==> config.mk <==
export PLATFORM = sky130hd
export DESIGN_NAME = pci_top
export DESIGN_NICKNAME = d
export VERILOG_FILES = /design/src/hdl/pci_pkg.sv /design/src/hdl/pci_edge_det.sv /design/src/hdl/pci_top.sv
export VERILOG_INCLUDE_DIRS = /design/src /design/src/hdl
export SDC_FILE = /design/constraint.sdc
export NUM_CORES = 1
export LEC_CHECK = 0
export BUFFER_PORTS_ARGS = -buffer_cell sky130_fd_sc_hd__buf_2
export CAP_MARGIN = 20
export CORE_UTILIZATION = 35
export DETAILED_ROUTE_END_ITERATION = 8
export GPL_ROUTABILITY_DRIVEN = 0
export PLACE_DENSITY = 0.64
export SYNTH_ARGS = -nofsm -noshare
export SYNTH_HDL_FRONTEND = slang
export SYNTH_SLANG_ARGS = --single-unit
==> constraint.sdc <==
create_clock -name aclk -period 4.3 [get_ports aclk]
set_clock_uncertainty 0.1 [all_clocks]
set_input_delay 0 -clock aclk [delete_from_list [all_inputs] [get_ports aclk]]
set_output_delay 0 -clock aclk [all_outputs]
set_load 0.005 [all_outputs]
==> src/hdl/pci_defines.svh <==
// register map, field positions, reset values and bus codes of the pin change block
`ifndef PCI_DEFINES_SVH
`define PCI_DEFINES_SVH

// ----------------------------------------------------------------
// sizes
// ----------------------------------------------------------------
`define PCI_NPIN 6
`define PCI_ADDR_W 8
`define PCI_REG_W 8

// ----------------------------------------------------------------
// register byte offsets
// ----------------------------------------------------------------
`define PCI_OFF_RISE 8'h00
`define PCI_OFF_FALL 8'h04
`define PCI_OFF_FLAG 8'h08
`define PCI_OFF_IRQCTL 8'h0C
`define PCI_OFF_IRQSTAT 8'h10
`define PCI_OFF_IRQMASK 8'h14

// ----------------------------------------------------------------
// field positions in the irq control register
// ----------------------------------------------------------------
`define PCI_IRQCTL_MEN_BIT 3
`define PCI_IRQCTL_SUM_BIT 0

// ----------------------------------------------------------------
// reset values
// ----------------------------------------------------------------
`define PCI_RST_RISE 6'h00
`define PCI_RST_FALL 6'h00
`define PCI_RST_FLAG 6'h00
`define PCI_RST_MEN 1'h0
`define PCI_RST_IRQSTAT 6'h00
`define PCI_RST_IRQMASK 6'h00

// ----------------------------------------------------------------
// bus response codes
// ----------------------------------------------------------------
`define PCI_RESP_OKAY 2'h0
`define PCI_RESP_SLVERR 2'h2

`endif

==> src/hdl/pci_pkg.sv <==
// types shared by the pin change block
`include "pci_defines.svh"

package pci_pkg;

    // ----------------------------------------------------------------
    // control set written by software
    // ----------------------------------------------------------------
    typedef struct packed {
        logic [`PCI_NPIN-1:0] rise;
        logic [`PCI_NPIN-1:0] fall;
        logic master_en;
    } pci_ctrl_t;

    // ----------------------------------------------------------------
    // one captured bus write
    // ----------------------------------------------------------------
    typedef struct packed {
        logic [`PCI_ADDR_W-1:0] addr;
        logic [31:0] data;
        logic [3:0] strb;
    } pci_wr_t;

    // ----------------------------------------------------------------
    // write channel states
    // ----------------------------------------------------------------
    typedef enum logic [1:0] {
        PCI_WS_COLLECT = 2'b01,
        PCI_WS_RESP = 2'b10
    } pci_wstate_t;

endpackage : pci_pkg

==> src/hdl/pci_edge_det.sv <==
// per-pin synchroniser and qualified edge detector
`include "pci_defines.svh"

module pci_edge_det #(
    parameter int NPIN = `PCI_NPIN
) (
    // clock and reset
    input wire logic aclk,
    input wire logic aresetn,
    input wire logic ce,
    // pins and enables
    input wire logic [NPIN-1:0] pin_async,
    input wire logic [NPIN-1:0] rise_en,
    input wire logic [NPIN-1:0] fall_en,
    // results
    output logic [NPIN-1:0] pin_level,
    output logic [NPIN-1:0] edge_hit
);

    // ----------------------------------------------------------------
    // one detector per pin
    // ----------------------------------------------------------------
    genvar gi;
    generate
        for (gi = 0; gi < NPIN; gi++) begin : g_pin
            logic meta_q;
            logic sync_q;
            logic prev_q;
            wire rise_seen;
            wire fall_seen;

            // first stage only feeds the second
            always_ff @(posedge aclk) begin
                if (!aresetn) begin
                    meta_q <= 1'b0;
                    sync_q <= 1'b0;
                    prev_q <= 1'b0;
                end else if (ce) begin
                    meta_q <= pin_async[gi];
                    sync_q <= meta_q;
                    prev_q <= sync_q;
                end
            end

            assign rise_seen = sync_q & ~prev_q;
            assign fall_seen = ~sync_q & prev_q;
            // a pin with both enables low can never hit
            assign edge_hit[gi] = ce & ((rise_en[gi] & rise_seen) | (fall_en[gi] & fall_seen));
            assign pin_level[gi] = sync_q;
        end
    endgenerate

endmodule : pci_edge_det

==> src/hdl/pci_top.sv <==
// pin change interrupt block with its AXI4-Lite register slave
//
// The AXI4-Lite slave port and the register addresses were chosen for this implementation.
`include "pci_defines.svh"

// How it works
// enabled edge wakes sleeping core via interrupt
// sleep edges land in flags before wake
// low six bits enable rising-edge flag setting
// low six bits enable falling-edge flag setting
// both enables clear means flag never sets
// flag sets on enabled matching edge
// flag sticks until software writes zero
// top two bits of control registers read zero
// hardware sets flags independent of software access
// software clears with xor then and sequence
// master enable off still detects, no interrupt
// summary flag shows any pin flag set
// edge during flag write leaves flag set
// pins synchronised, edge from two samples
// enables and flags reset to zero
module pci_top #(
    parameter int NPIN = `PCI_NPIN
) (
    // clock, reset and freeze
    input wire logic aclk,
    input wire logic aresetn,
    input wire logic ce,
    // write address channel
    input wire logic s_axi_awvalid,
    output logic s_axi_awready,
    input wire logic [`PCI_ADDR_W-1:0] s_axi_awaddr,
    input wire logic [2:0] s_axi_awprot,
    // write data channel
    input wire logic s_axi_wvalid,
    output logic s_axi_wready,
    input wire logic [31:0] s_axi_wdata,
    input wire logic [3:0] s_axi_wstrb,
    // write response channel
    output logic s_axi_bvalid,
    input wire logic s_axi_bready,
    output logic [1:0] s_axi_bresp,
    // read address channel
    input wire logic s_axi_arvalid,
    output logic s_axi_arready,
    input wire logic [`PCI_ADDR_W-1:0] s_axi_araddr,
    input wire logic [2:0] s_axi_arprot,
    // read data channel
    output logic s_axi_rvalid,
    input wire logic s_axi_rready,
    output logic [31:0] s_axi_rdata,
    output logic [1:0] s_axi_rresp,
    // port pins and core state
    input wire logic [NPIN-1:0] port_pin_n,
    input wire logic sleep_state,
    // interrupt and wake
    output logic irq,
    output logic wake_req,
    output logic change_irq_summary_flag
);

    // ----------------------------------------------------------------
    // state
    // ----------------------------------------------------------------
    pci_pkg::pci_ctrl_t ctrl_q;
    pci_pkg::pci_ctrl_t ctrl_d;
    logic [NPIN-1:0] pin_change_flag_q;
    logic [NPIN-1:0] pin_change_flag_d;
    logic [NPIN-1:0] irq_stat_q;
    logic [NPIN-1:0] irq_stat_d;
    logic [NPIN-1:0] irq_mask_q;
    logic [NPIN-1:0] irq_mask_d;

    // ----------------------------------------------------------------
    // write channel state
    // ----------------------------------------------------------------
    // two hold flags let address and data arrive in either order
    pci_pkg::pci_wstate_t wstate_q;
    pci_pkg::pci_wstate_t wstate_d;
    pci_pkg::pci_wr_t wr_q;
    pci_pkg::pci_wr_t wr_d;
    logic aw_full_q;
    logic aw_full_d;
    logic w_full_q;
    logic w_full_d;
    logic [1:0] bresp_q;
    logic [1:0] bresp_d;

    // one read slot: arready stays low until the answer is taken
    logic rvalid_q;
    logic [31:0] rdata_q;
    logic [1:0] rresp_q;

    // irq and the summary flag leave flip-flops rather than the gates behind them
    logic irq_q;
    logic summary_q;

    // ----------------------------------------------------------------
    // edge detection
    // ----------------------------------------------------------------
    // the detector is the only reader of the raw pins
    wire [NPIN-1:0] edge_hit;
    wire [NPIN-1:0] pin_level;

    pci_edge_det #(
        .NPIN(NPIN)
    ) u_edge (
        .aclk(aclk),
        .aresetn(aresetn),
        .ce(ce),
        .pin_async(port_pin_n),
        .rise_en(ctrl_q.rise),
        .fall_en(ctrl_q.fall),
        .pin_level(pin_level),
        .edge_hit(edge_hit)
    );

    // ----------------------------------------------------------------
    // write channel handshakes
    // ----------------------------------------------------------------
    // each channel is taken on its own; the pair commits once both are held
    wire in_collect = (wstate_q == pci_pkg::PCI_WS_COLLECT);
    wire aw_take = s_axi_awvalid & s_axi_awready;
    wire w_take = s_axi_wvalid & s_axi_wready;
    wire wr_commit = ce & in_collect & aw_full_q & w_full_q;
    wire b_done = ce & s_axi_bvalid & s_axi_bready;

    assign s_axi_awready = ce & in_collect & ~aw_full_q;
    assign s_axi_wready = ce & in_collect & ~w_full_q;
    assign s_axi_bvalid = (wstate_q == pci_pkg::PCI_WS_RESP);
    assign s_axi_bresp = bresp_q;

    // ----------------------------------------------------------------
    // write decode
    // ----------------------------------------------------------------
    wire [`PCI_ADDR_W-1:0] wr_word = {wr_q.addr[`PCI_ADDR_W-1:2], 2'b00};
    wire lane0 = wr_q.strb[0];
    wire [NPIN-1:0] wr_bits = wr_q.data[NPIN-1:0];

    wire wsel_rise = (wr_word == `PCI_OFF_RISE);
    wire wsel_fall = (wr_word == `PCI_OFF_FALL);
    wire wsel_flag = (wr_word == `PCI_OFF_FLAG);
    wire wsel_ctl = (wr_word == `PCI_OFF_IRQCTL);
    wire wsel_stat = (wr_word == `PCI_OFF_IRQSTAT);
    wire wsel_mask = (wr_word == `PCI_OFF_IRQMASK);

    wire wsel_any = wsel_rise | wsel_fall | wsel_flag | wsel_ctl | wsel_stat | wsel_mask;

    // a write with lane zero off is answered but changes nothing
    wire wr_en = wr_commit & lane0;
    wire wr_rise = wr_en & wsel_rise;
    wire wr_fall = wr_en & wsel_fall;
    wire wr_flag = wr_en & wsel_flag;
    wire wr_ctl = wr_en & wsel_ctl;
    wire wr_stat = wr_en & wsel_stat;
    wire wr_mask = wr_en & wsel_mask;

    // ----------------------------------------------------------------
    // next values of the write path
    // ----------------------------------------------------------------
    always_comb begin
        wstate_d = wstate_q;
        wr_d = wr_q;
        aw_full_d = aw_full_q;
        w_full_d = w_full_q;
        bresp_d = bresp_q;

        if (aw_take) begin
            wr_d.addr = s_axi_awaddr;
            aw_full_d = 1'b1;
        end
        if (w_take) begin
            wr_d.data = s_axi_wdata;
            wr_d.strb = s_axi_wstrb;
            w_full_d = 1'b1;
        end

        case (wstate_q)
            pci_pkg::PCI_WS_COLLECT: begin
                if (wr_commit) begin
                    aw_full_d = 1'b0;
                    w_full_d = 1'b0;
                    bresp_d = wsel_any ? `PCI_RESP_OKAY : `PCI_RESP_SLVERR;
                    wstate_d = pci_pkg::PCI_WS_RESP;
                end
            end
            pci_pkg::PCI_WS_RESP: begin
                if (b_done) begin
                    wstate_d = pci_pkg::PCI_WS_COLLECT;
                end
            end
            default: begin
                wstate_d = pci_pkg::PCI_WS_COLLECT;
            end
        endcase
    end

    always_ff @(posedge aclk) begin
        if (!aresetn) begin
            wstate_q <= pci_pkg::PCI_WS_COLLECT;
            wr_q <= '0;
            aw_full_q <= 1'b0;
            w_full_q <= 1'b0;
            bresp_q <= `PCI_RESP_OKAY;
        end else if (ce) begin
            wstate_q <= wstate_d;
            wr_q <= wr_d;
            aw_full_q <= aw_full_d;
            w_full_q <= w_full_d;
            bresp_q <= bresp_d;
        end
    end

    // ----------------------------------------------------------------
    // control and flag registers
    // ----------------------------------------------------------------
    always_comb begin
        ctrl_d = ctrl_q;
        if (wr_rise) begin
            ctrl_d.rise = wr_bits;
        end
        if (wr_fall) begin
            ctrl_d.fall = wr_bits;
        end
        if (wr_ctl) begin
            ctrl_d.master_en = wr_q.data[`PCI_IRQCTL_MEN_BIT];
        end
    end

    // ----------------------------------------------------------------
    // flag and status next values
    // ----------------------------------------------------------------
    // a set arriving with a software write wins over the written value
    always_comb begin
        pin_change_flag_d = wr_flag ? wr_bits : pin_change_flag_q;
        pin_change_flag_d = pin_change_flag_d | edge_hit;
        irq_stat_d = wr_stat ? (irq_stat_q & ~wr_bits) : irq_stat_q;
        irq_stat_d = irq_stat_d | edge_hit;
        irq_mask_d = wr_mask ? wr_bits : irq_mask_q;
    end

    always_ff @(posedge aclk) begin
        if (!aresetn) begin
            ctrl_q.rise <= `PCI_RST_RISE;
            ctrl_q.fall <= `PCI_RST_FALL;
            ctrl_q.master_en <= `PCI_RST_MEN;
            pin_change_flag_q <= `PCI_RST_FLAG;
            irq_stat_q <= `PCI_RST_IRQSTAT;
            irq_mask_q <= `PCI_RST_IRQMASK;
        end else if (ce) begin
            ctrl_q <= ctrl_d;
            pin_change_flag_q <= pin_change_flag_d;
            irq_stat_q <= irq_stat_d;
            irq_mask_q <= irq_mask_d;
        end
    end

    // ----------------------------------------------------------------
    // interrupt, summary and wake
    // ----------------------------------------------------------------
    // detection keeps running with the master enable off; only the output is held
    wire flag_any = |pin_change_flag_q;
    wire summary_d = |pin_change_flag_d;
    wire irq_d = ctrl_d.master_en & (|(irq_stat_d & irq_mask_d));

    // built from next values, so they move at the same edge as the registers behind them
    always_ff @(posedge aclk) begin
        if (!aresetn) begin
            irq_q <= 1'h0;
            summary_q <= 1'h0;
        end else if (ce) begin
            irq_q <= irq_d;
            summary_q <= summary_d;
        end
    end

    assign change_irq_summary_flag = summary_q;
    assign irq = irq_q;
    // wake follows the registered irq, which rises at the edge that sets the flag, so the flag is already set when the core runs
    assign wake_req = sleep_state & irq;

    // ----------------------------------------------------------------
    // read path
    // ----------------------------------------------------------------
    wire [`PCI_ADDR_W-1:0] rd_word = {s_axi_araddr[`PCI_ADDR_W-1:2], 2'b00};

    wire rsel_rise = (rd_word == `PCI_OFF_RISE);
    wire rsel_fall = (rd_word == `PCI_OFF_FALL);
    wire rsel_flag = (rd_word == `PCI_OFF_FLAG);
    wire rsel_ctl = (rd_word == `PCI_OFF_IRQCTL);
    wire rsel_stat = (rd_word == `PCI_OFF_IRQSTAT);
    wire rsel_mask = (rd_word == `PCI_OFF_IRQMASK);

    wire rsel_any = rsel_rise | rsel_fall | rsel_flag | rsel_ctl | rsel_stat | rsel_mask;
    // the answer is registered at the edge that takes the address
    wire ar_take = s_axi_arvalid & s_axi_arready;
    wire r_done = ce & s_axi_rvalid & s_axi_rready;

    // ----------------------------------------------------------------
    // read data select
    // ----------------------------------------------------------------
    // unused upper bits stay zero through the zero extension
    wire [31:0] rd_rise = 32'(ctrl_q.rise);
    wire [31:0] rd_fall = 32'(ctrl_q.fall);
    wire [31:0] rd_flag = 32'(pin_change_flag_q);
    wire [31:0] rd_stat = 32'(irq_stat_q);
    wire [31:0] rd_mask = 32'(irq_mask_q);
    wire [31:0] rd_ctl = (32'(ctrl_q.master_en) << `PCI_IRQCTL_MEN_BIT)
                       | (32'(flag_any) << `PCI_IRQCTL_SUM_BIT);

    wire [31:0] rd_mux = ({32{rsel_rise}} & rd_rise)
                       | ({32{rsel_fall}} & rd_fall)
                       | ({32{rsel_flag}} & rd_flag)
                       | ({32{rsel_ctl}} & rd_ctl)
                       | ({32{rsel_stat}} & rd_stat)
                       | ({32{rsel_mask}} & rd_mask);

    // ----------------------------------------------------------------
    // read channel
    // ----------------------------------------------------------------
    assign s_axi_arready = ce & ~rvalid_q;
    assign s_axi_rvalid = rvalid_q;
    assign s_axi_rdata = rdata_q;
    assign s_axi_rresp = rresp_q;

    always_ff @(posedge aclk) begin
        if (!aresetn) begin
            rvalid_q <= 1'b0;
            rdata_q <= 32'h00000000;
            rresp_q <= `PCI_RESP_OKAY;
        end else if (ce) begin
            if (ar_take) begin
                rvalid_q <= 1'b1;
                rdata_q <= rd_mux;
                rresp_q <= rsel_any ? `PCI_RESP_OKAY : `PCI_RESP_SLVERR;
            end else if (r_done) begin
                rvalid_q <= 1'b0;
            end
        end
    end

    // ----------------------------------------------------------------
    // inputs that only shape nothing here
    // ----------------------------------------------------------------
    // protection bits are accepted and ignored; the pin levels are kept for debug taps
    wire unused_ok = &{1'b0, s_axi_awprot, s_axi_arprot, pin_level, wr_q.data[31:8]};

endmodule : pci_top

==> run metrics, run 1 <==
status=finished, final reports clean; actual slew at the worst max-slew pin=0.7610 ns; flops & latches, synth=77; warnings from Yosys=0; slew margin rel.=0.4880; predominant post-synthesis flop cell=dfxtp_1; crit-path max FO=13; vias in the first global route=between 2,000 and 3,000; largest net degree at the start of global routing=just under 80; antenna viol nets, final=0; Via density=between 4 and 5; layout cells sized above 1=0.1497; fin crit share=0.6222; First-pass DRT Iterations=4; Area contributors post-synth=dfxtp_1 (41%), mux2i_1 (13%), nor2b_1 (9.2%); initial core utilization=0.3643; final hold violations=0; Seq/Total Area, Yosys=0.4062; Worst Setup Path Type=in -> reg; final setup vio count=0; area of the multi-input gates=2054 µm²; Port Buf Inserts=49; grt total ovfl=0; DR DRC count=0; crit path DAT=2.79 ns; initial antenna violation count=0; io pins=approximately 120; Slew Limit Fails=0; PD cells=328.3 nW/µm²; setup_tns=0 ns; site row count=37; Synth Cell Area=3795 µm²; Period minus WS final=~2.7 ns; CP endpoint kind=flop; CP Data Required Time=4.41 ns; dpl hpwl=5.681 mm; CTS tree=done; Clock Tree Root=clkbuf_8; Hold Slack=0.06761 ns; storage element area=1541 µm²; number of flops mapped to enable cells by yosys=0; top-area cell type share of the netlist area=0.4062; dpl ws=1.734 ns; setup ws final=1.625 ns; CTS buffer count=9; Nets=569; RSZ-0062 raised after global routing=false; die area=11,260 µm²; area grow syn2layout=24.30%; CTS sink cnt=77; Clk Latency, worst-skew pair=0.35 ns; die width=106.1 µm; clk slew on worst S/H paths=0.08 ns; leading area contributor after synthesis=dfxtp_1; max frequency=373.8 MHz; first-pass GRT wire length=between 10 and 15 mm; Ant. Diodes=0; Routed WL=8.655 mm; Die Ht=106.1 µm; Syn Inst Count=411; FFs w/ async S/R, synth=0; mean area per synthesized cell=9.233 µm²; Yosys cell types=48; Core Region=10,420 µm²; Peak VDD IR=0.1805 mV; routed wire length per instance=13.59 µm; fillers=1,015; Hold/Removal Path Class=in -> reg; via count=3,096; Critical Path Source Type=input pin; CTS H-tree lvls=3; CTS Buffer Depth=2; GR Util All Layers=0.1636; LEAKAGE=1.870 nW; Max Cap Violations=0; initial DRC count=118
critical path: stages:
cell           delay [ns]
dlygate4sd3_1        0.52
buf_2                0.28
nand3b_1             0.31
nor4_4               0.69
mux2i_1              0.31
o22ai_1              0.13
nor4_1               0.50
a211oi_2             0.05
layer usage:
layer,vias up,track usage,part of all wire
li1,1568,-,-
met1,1434,0.2163,0.48
met2,89,0.2644,0.46
met3,5,0.04169,0.051
met4,0,0.04167,0.0066
met5,-,0,0
path summary, 6_finish.rpt:
kind / slack (ns) / to / startpoint / cells after the start
worst min register to register: 0.40 / pin_change_flag_q[5]$_SDFFE_PN0P_ / pin_change_flag_q[5]$_SDFFE_PN0P_ / 2
worst max-delay path: 1.62 / irq$_SDFFE_PN0P_ / ce / 8
worst min-delay path: 0.07 / s_axi_rdata[4]$_SDFFE_PN0P_ / s_axi_araddr[7] / 5
worst max register to register: 1.72 / irq$_SDFFE_PN0P_ / wstate_q[1]$_SDFFE_PN0P_ / 6
through the flow:
stage                     std cells    util  power [W]  instance area, µm²
after floorplan                 438       -  0.0008618                3896
after global placement          577  0.3876  0.0008818                4038
after detailed placement        577  0.3876  0.0008851                4038
after CTS                       637  0.4529   0.001560                4717
after global routing            637  0.4529   0.001613                4717
final                           637  0.4529   0.001549                4717
report_power, final:
| part | leakage, nW | switching, W | internal, W |
|---|---|---|---|
| combinational | 1.13 | 0.0000710 | 0.0000767 |
| clock | 0.116 | 0.000265 | 0.000386 |
| sequential | 0.625 | 0.0000191 | 0.000731 |
cell type report:
type | count | share of cell area
timing repair buffer | 95 | 0.1485
clock buffer | 10 | 0.02706
sequential | 77 | 0.3268
clock inverter | 6 | 0.02361
multi-input combinational | 310 | 0.4355
tap | 136 | 0.03607
inverter | 3 | 0.002387
cells by family (layout without fill, tap and decap cells):
kind of cell | Yosys count | in the layout | synth area share
compound gates | 70 | 70 | 0.1260
buf+inv | 51 | 114 | 0.07913
flops | 77 | 77 | 0.4062
mux | 50 | 50 | 0.1322
other cells | 1 | 28 | 0.0009882
simple gates | 162 | 162 | 0.2555
cells in the final DEF, fill, tap and decap left out, drive strengths merged, types with 4 or more instances in the layout:
master	synthesis	final
dlygate4sd3	0	44
o211ai	6	6
nand3b	5	5
buf	35	51
nand4b	8	8
dfxtp	77	77
a21oi	9	9
nor2b	56	56
mux2i	49	49
nand3	17	17
o211a	5	5
a21boi	16	16
nand2	36	36
o21ai	15	15
nor4	5	5
a211oi	4	4
nor2	9	9
and2	4	4
o22ai	6	6
clkbuf	13	10
conb	1	28
flip-flops by register name, summed over array words and instances, names as in the netlist, 6 cells and up:
register             flops
ctrl_q                  13
irq_mask_q               6
irq_stat_q               6
pin_change_flag_q        6
s_axi_rdata              6
u_edge.g_pin.meta_q      6
u_edge.g_pin.prev_q      6
u_edge.g_pin.sync_q      6
wr_bits                  6
wr_q                     6
synth_stat cells (2+ instances only):
cell / n
nand2b_1: 3
nor2_1: 9
a21oi_1: 9
nor2b_1: 56
buf_2: 3
a21boi_0: 16
a31oi_1: 2
nor3b_1: 2
or3_1: 2
nand4_1: 3
buf_1: 4
clkbuf_1: 13
inv_1: 2
nor4_1: 3
a2111oi_0: 2
o211a_1: 5
and2_1: 4
nand3_1: 17
nor3_1: 3
and3b_1: 2
nor4_4: 2
mux2i_1: 49
o22ai_1: 6
a211oi_1: 3
nand3b_1: 5
buf_4: 28
o211ai_1: 6
dfxtp_1: 77
o21ai_0: 14
nand2_1: 36
nand4b_1: 8
repair_timing:
action                                  4_1_cts  5_1_grt
hold buffers                                 44        0
gates resized for setup                       0        0
buffers inserted                              0        0
endpoints found under the setup margin        0        0
hold endpoints to repair                     28        0
Note: power is estimated with default switching activity, not from simulation.
==> run 2, diff against run 1 <==
--- a/config.mk
+++ b/config.mk
@@ -11,7 +11,7 @@
 export CORE_UTILIZATION = 35
 export DETAILED_ROUTE_END_ITERATION = 8
 export GPL_ROUTABILITY_DRIVEN = 0
-export PLACE_DENSITY = 0.64
+export PLACE_DENSITY = 0.66
 export SYNTH_ARGS = -nofsm -noshare
 export SYNTH_HDL_FRONTEND = slang
 export SYNTH_SLANG_ARGS = --single-unit
==> constraint.sdc (replaced) <==
create_clock -name aclk -period 2.3 [get_ports aclk]
set_clock_uncertainty 0.1 [all_clocks]
set_input_delay 0 -clock aclk [delete_from_list [all_inputs] [get_ports aclk]]
set_output_delay 0 -clock aclk [all_outputs]
set_load 0.005 [all_outputs]
==> run metrics, run 2 (synthesis results as in run 1) <==
commonest non-fill, non-tap cell in the layout=dfxtp_1; setup_tns=0 ns; largest net degree at the start of global routing=41; via count=3,205; DR DRC count=0; die area=11,260 µm²; routed wire length per instance=14.10 µm; grt total ovfl=0; CP Data Required Time=2.43 ns; Hold Slack=0.04155 ns; first-pass GRT wire length=15.26 mm; worst hold start=aresetn; max incr delay on CP=0.42 ns; Period minus WS final=about 2.3 ns; Port Buf Inserts=49; die width=roughly 110 µm; Hold Path Sink=wstate_q[0]$_SDFFE_PN1P_; CTS Buffer Depth=2; cells on worst reg2reg path=8; fin crit share=0.9821; Worst R2R Setup Slack=roughly 0.041 ns; initial DRC count=114; crit path DAT=between 2 and 2.5 ns; LEAKAGE=1.915 nW; Power, Total=~0.0027 W; CTS sink cnt=77; Die Ht=106.1 µm; initial core utilization=0.3643; crit-path max FO=6; final hold violations=0; Ant. Diodes=0; Nets=581; area of the multi-input gates=approximately 2100 µm²; Clk Latency, worst-skew pair=0.36 ns; io pins=117; CP Cell Sequence=or3b_4 > nor4_4 > buf_6 > mux2i_2 > o22ai_1 > nor4_2 > buf_4 > a211oi_2; status=finished, final reports clean; Slew Limit Fails=0; Clock Tree Root=clkbuf_8; max frequency=442.7 MHz; dpl hpwl=between 6 and 7 mm; Critical Path Source Type=flop; max reg flops=13; Routed WL=9.153 mm; fillers=1,019; site row count=37; initial antenna violation count=0; GR Util All Layers=0.1734; Core Region=between 10,000 and 15,000 µm²; layout cells sized above 1=0.1852; CP endpoint kind=flop; antenna viol nets, final=0; worst flop-to-flop path endpoint=irq$_SDFFE_PN0P_; most frequent cells in the layout=dfxtp_1 (75), nor2b_1 (56), buf_2 (49); dpl ws=-0.04678 ns; Via density=4.938; slew margin rel.=0.4382; vias in the first global route=3,169; RSZ-0062 raised after global routing=true; storage element area=1544 µm²; Slowest-stage cell, CP=or3b_4; setup ws final=slightly above 0.04 ns; hold path depth=2; PD cells=560.8 nW/µm²; CTS H-tree lvls=3; area grow syn2layout=26.94%; final setup vio count=0; Worst Setup Path Type=reg -> reg; Reg with most FFs=ctrl_q; actual slew at the worst max-slew pin=roughly 0.83 ns; CTS buffer count=9; R2R Path Start=wr_q[43]$_SDFFE_PN0P_; Max Cap Violations=0; Hold/Removal Path Class=in -> reg; Peak VDD IR=0.2944 mV; First-pass DRT Iterations=4; clk slew on worst S/H paths=0.08 ns; CTS tree=done
[run 2: cell type report]
class / count / area share
repair buffers: 107 / 0.1660
clock buffers: 10 / 0.02649
well taps: 136 / 0.03532
inverters: 3 / 0.002338
flip-flops and latches: 77 / 0.3205
clock inverters: 6 / 0.01325
multi-input cells: 310 / 0.4361
[run 2: report_power, final]
part | internal, W | leakage, nW | switching [W] | total, W
clock network | 0.000499 | 0.0923 | 0.000506 | 0.00100
logic | 0.000154 | 1.20 | 0.000139 | 0.000293
registers | 0.00137 | 0.626 | 0.0000360 | 0.00140
[run 2: metrics by stage]
stage	cell area, µm²	instances	util
after floorplan	3896	438	-
after global placement	4113	587	0.3948
after detailed placement	4113	587	0.3948
after CTS	4778	649	0.4587
after global routing	4817	649	0.4625
final	4817	649	0.4625
[run 2: how the worst max path moves through the flow]
| stage | startpoint | end | slack [ns] | cells past startpoint |
|---|---|---|---|---|
| after global routing | wr_q[42]$_SDFFE_PN0P_ | irq$_SDFFE_PN0P_ | -0.08 | 8 |
| after floorplan | wr_q[43]$_SDFFE_PN0P_ | irq$_SDFFE_PN0P_ | 0.19 | 6 |
| after detailed placement | wr_q[43]$_SDFFE_PN0P_ | irq$_SDFFE_PN0P_ | -0.05 | 7 |
| after CTS | lane0$_SDFFE_PN0P_ | irq$_SDFFE_PN0P_ | 0.007 | 8 |
| after global placement | lane0$_SDFFE_PN0P_ | irq$_SDFFE_PN0P_ | 0.008 | 8 |
| final | wr_q[43]$_SDFFE_PN0P_ | irq$_SDFFE_PN0P_ | 0.04 | 8 |
[run 2: worst max-delay path, delay by kind of cell, from the launching register on]
| kind | cells | cell delay [ns] |
|---|---|---|
| AND/OR/NAND/NOR | 3 | 0.93 |
| AO/OA/AOI/OAI | 2 | 0.15 |
| flip-flops | 1 | 0.36 |
| multiplexers | 1 | 0.25 |
| buffers and inverters | 2 | 0.34 |
[run 2: repair_timing]
item	in CTS	in global routing
setup endpoints to repair	2	9
hold buffers	46	0
endpoints found under the hold margin	27	0
gates resized for setup	3	10
pin swaps	0	2
buffers inserted	0	0
[run 2: metal layers]
metal / part of all wire / vias up / GRT usage
li1: - / 1594 / -
met2: 0.45 / 104 / 0.2811
met5: 0 / - / 0
met1: 0.46 / 1476 / 0.2074
met4: 0.037 / 0 / 0.09325
met3: 0.050 / 31 / 0.04782
==> run 3, diff against run 2 <==
--- a/config.mk
+++ b/config.mk
@@ -12,6 +12,7 @@
 export DETAILED_ROUTE_END_ITERATION = 8
 export GPL_ROUTABILITY_DRIVEN = 0
 export PLACE_DENSITY = 0.66
+export RECOVER_POWER = 25
 export SYNTH_ARGS = -nofsm -noshare
 export SYNTH_HDL_FRONTEND = slang
 export SYNTH_SLANG_ARGS = --single-unit
==> run metrics, run 3 (synthesis results as in run 1) <==
fin crit share=0.9825; Worst Setup Path Type=reg -> reg; CTS tree=done; layout cells sized above 1=0.1774; GR Layer Usage met2=0.2811; non-filler cells, final=649; initial core utilization=0.3643; vias in the first global route=3,169; max incr delay on CP=0.41 ns; initial DRC count=118; area grow syn2layout=26.81%; Clk network pwr share=0.371; Hold/Removal Path Class=in -> reg; Max Cap Violations=0; Slew Limit Fails=0; crit-path max FO=6; routed wire length per instance=14.15 µm; Port Buf Inserts=49; GR Util met1=0.2074; CTS H-tree lvls=3; First-pass DRT Iterations=4; Clk Latency, worst-skew pair=between 0.3 and 0.4 ns; site row count=37; largest net degree at the start of global routing=41; grt total ovfl=0; actual slew at the worst max-slew pin=0.8357 ns; GR Util All Layers=0.1734; Reg with most FFs=ctrl_q; sw frac=0.2514; CP Data Required Time=roughly 2.4 ns; Nets=581; # placed instances=587; CTS buffer count=9; Power, Total=0.002699 W; PD cells=560.8 nW/µm²; Finished Core Util=0.4620; antenna viol nets, final=0; most frequent cells in the layout=dfxtp_1 (75), nor2b_1 (56), mux2i_1 (46), dlygate4sd3_1 (46), buf_2 (45); slew margin rel.=0.4377; first-pass GRT wire length=15.26 mm; Routed WL=9.185 mm; via count=3,206; dpl hpwl=just over 6 mm; DR DRC count=0; CP endpoint kind=flop; io pins=~120; Sw Pwr=0.0006785 W; crit path DAT=2.38 ns; die width=106.1 µm; Ant. Diodes=0; Sequential Power Share=0.520; M3 GR Usage=0.04782; clk slew on worst S/H paths=0.08 ns; internal power=a little over 0.002 W; Post CTS Setup Buffer Count=0; max reg flops=13; Period minus WS final=between 2 and 2.5 ns; commonest non-fill, non-tap cell in the layout=dfxtp_1; die area=11,260 µm²; final setup vio count=0; Core Region=between 10,000 and 15,000 µm²; Clock Tree Root=clkbuf_8; Slowest-stage cell, CP=or3b_4; max frequency=442.5 MHz; initial antenna violation count=0; RSZ-0062 raised after global routing=true; Hold Slack=0.04200 ns; busiest layer in global routing=met2; final hold violations=0; Die Ht=106.1 µm; CTS sink cnt=77; setup_tns=0 ns; Peak VDD IR=slightly below 0.3 mV; CTS Buffer Depth=2; status=finished, final reports clean; LEAKAGE=1.898 nW; Critical Path Source Type=flop; Via density=4.940; Logic pwr share=0.108; CP Cell Sequence=or3b_4 > nor4_4 > buf_6 > mux2i_2 > o22ai_1 > nor4_2 > buf_4 > a211oi_2
==> run 3: final cells by class <==
| cell class | count | area [µm²] |
|---|---|---|
| clock buffers | 10 | 127.6 |
| clock inverters | 6 | 63.81 |
| fillers | 1021 | 5604 |
| inverters | 3 | 11.26 |
| multi-input cells | 310 | 2101 |
| flip-flops and latches | 77 | 1544 |
| well taps | 136 | 170.2 |
| repair buffers | 107 | 794.5 |
==> run 3: critical path, delay by kind of cell (launching register included) <==
family | cells | cell delay, ns
AND/OR/NAND/NOR | 3 | 0.92
flip-flops | 1 | 0.37
buffers and inverters | 2 | 0.34
multiplexers | 1 | 0.25
AO/OA/AOI/OAI | 2 | 0.15
==> run 3: power by group through the flow <==
stage / sequential (W) / combinational [W] / clock, W
after floorplan: 0.00142 / 0.000188 / 0
after global placement: 0.00143 / 0.000227 / 0
after detailed placement: 0.00143 / 0.000232 / 0
after CTS: 0.00140 / 0.000286 / 0.00103
after global routing: 0.00141 / 0.000320 / 0.00110
final: 0.00140 / 0.000293 / 0.00100
==> run 3: path summary, 6_finish.rpt <==
path	cells after the start	slack, ns	end	start
min reg2reg	2	0.39	s_axi_rdata[3]$_SDFFE_PN0P_	s_axi_rdata[3]$_SDFFE_PN0P_
max reg2reg	8	0.04	irq$_SDFFE_PN0P_	wr_q[42]$_SDFFE_PN0P_
min	2	0.04	wstate_q[0]$_SDFFE_PN1P_	aresetn
max	8	0.04	irq$_SDFFE_PN0P_	wr_q[42]$_SDFFE_PN0P_
==> run 3: repair_timing <==
action,in CTS,in global routing
endpoints found under the setup margin,2,9
resized for setup,3,10
hold buffers,46,0
endpoints found under the hold margin,27,0
pin swaps,0,2
==> run 3: routing by layer <==
layer / vias to the layer above / wire (µm)
met2: 103 / 4203
met5: - / 0
met1: 1479 / 4146
met3: 30 / 500
met4: 0 / 335
li1: 1594 / -
==> run 3: per-stage QoR <==
step / area (µm²) / setup slack (ns)
after floorplan: 3896 / 0.1909
after CTS: 4778 / 0.006622
after global routing: 4812 / -0.07612
after global placement: 4113 / 0.007751
after detailed placement: 4113 / -0.04678
final: 4812 / 0.04014
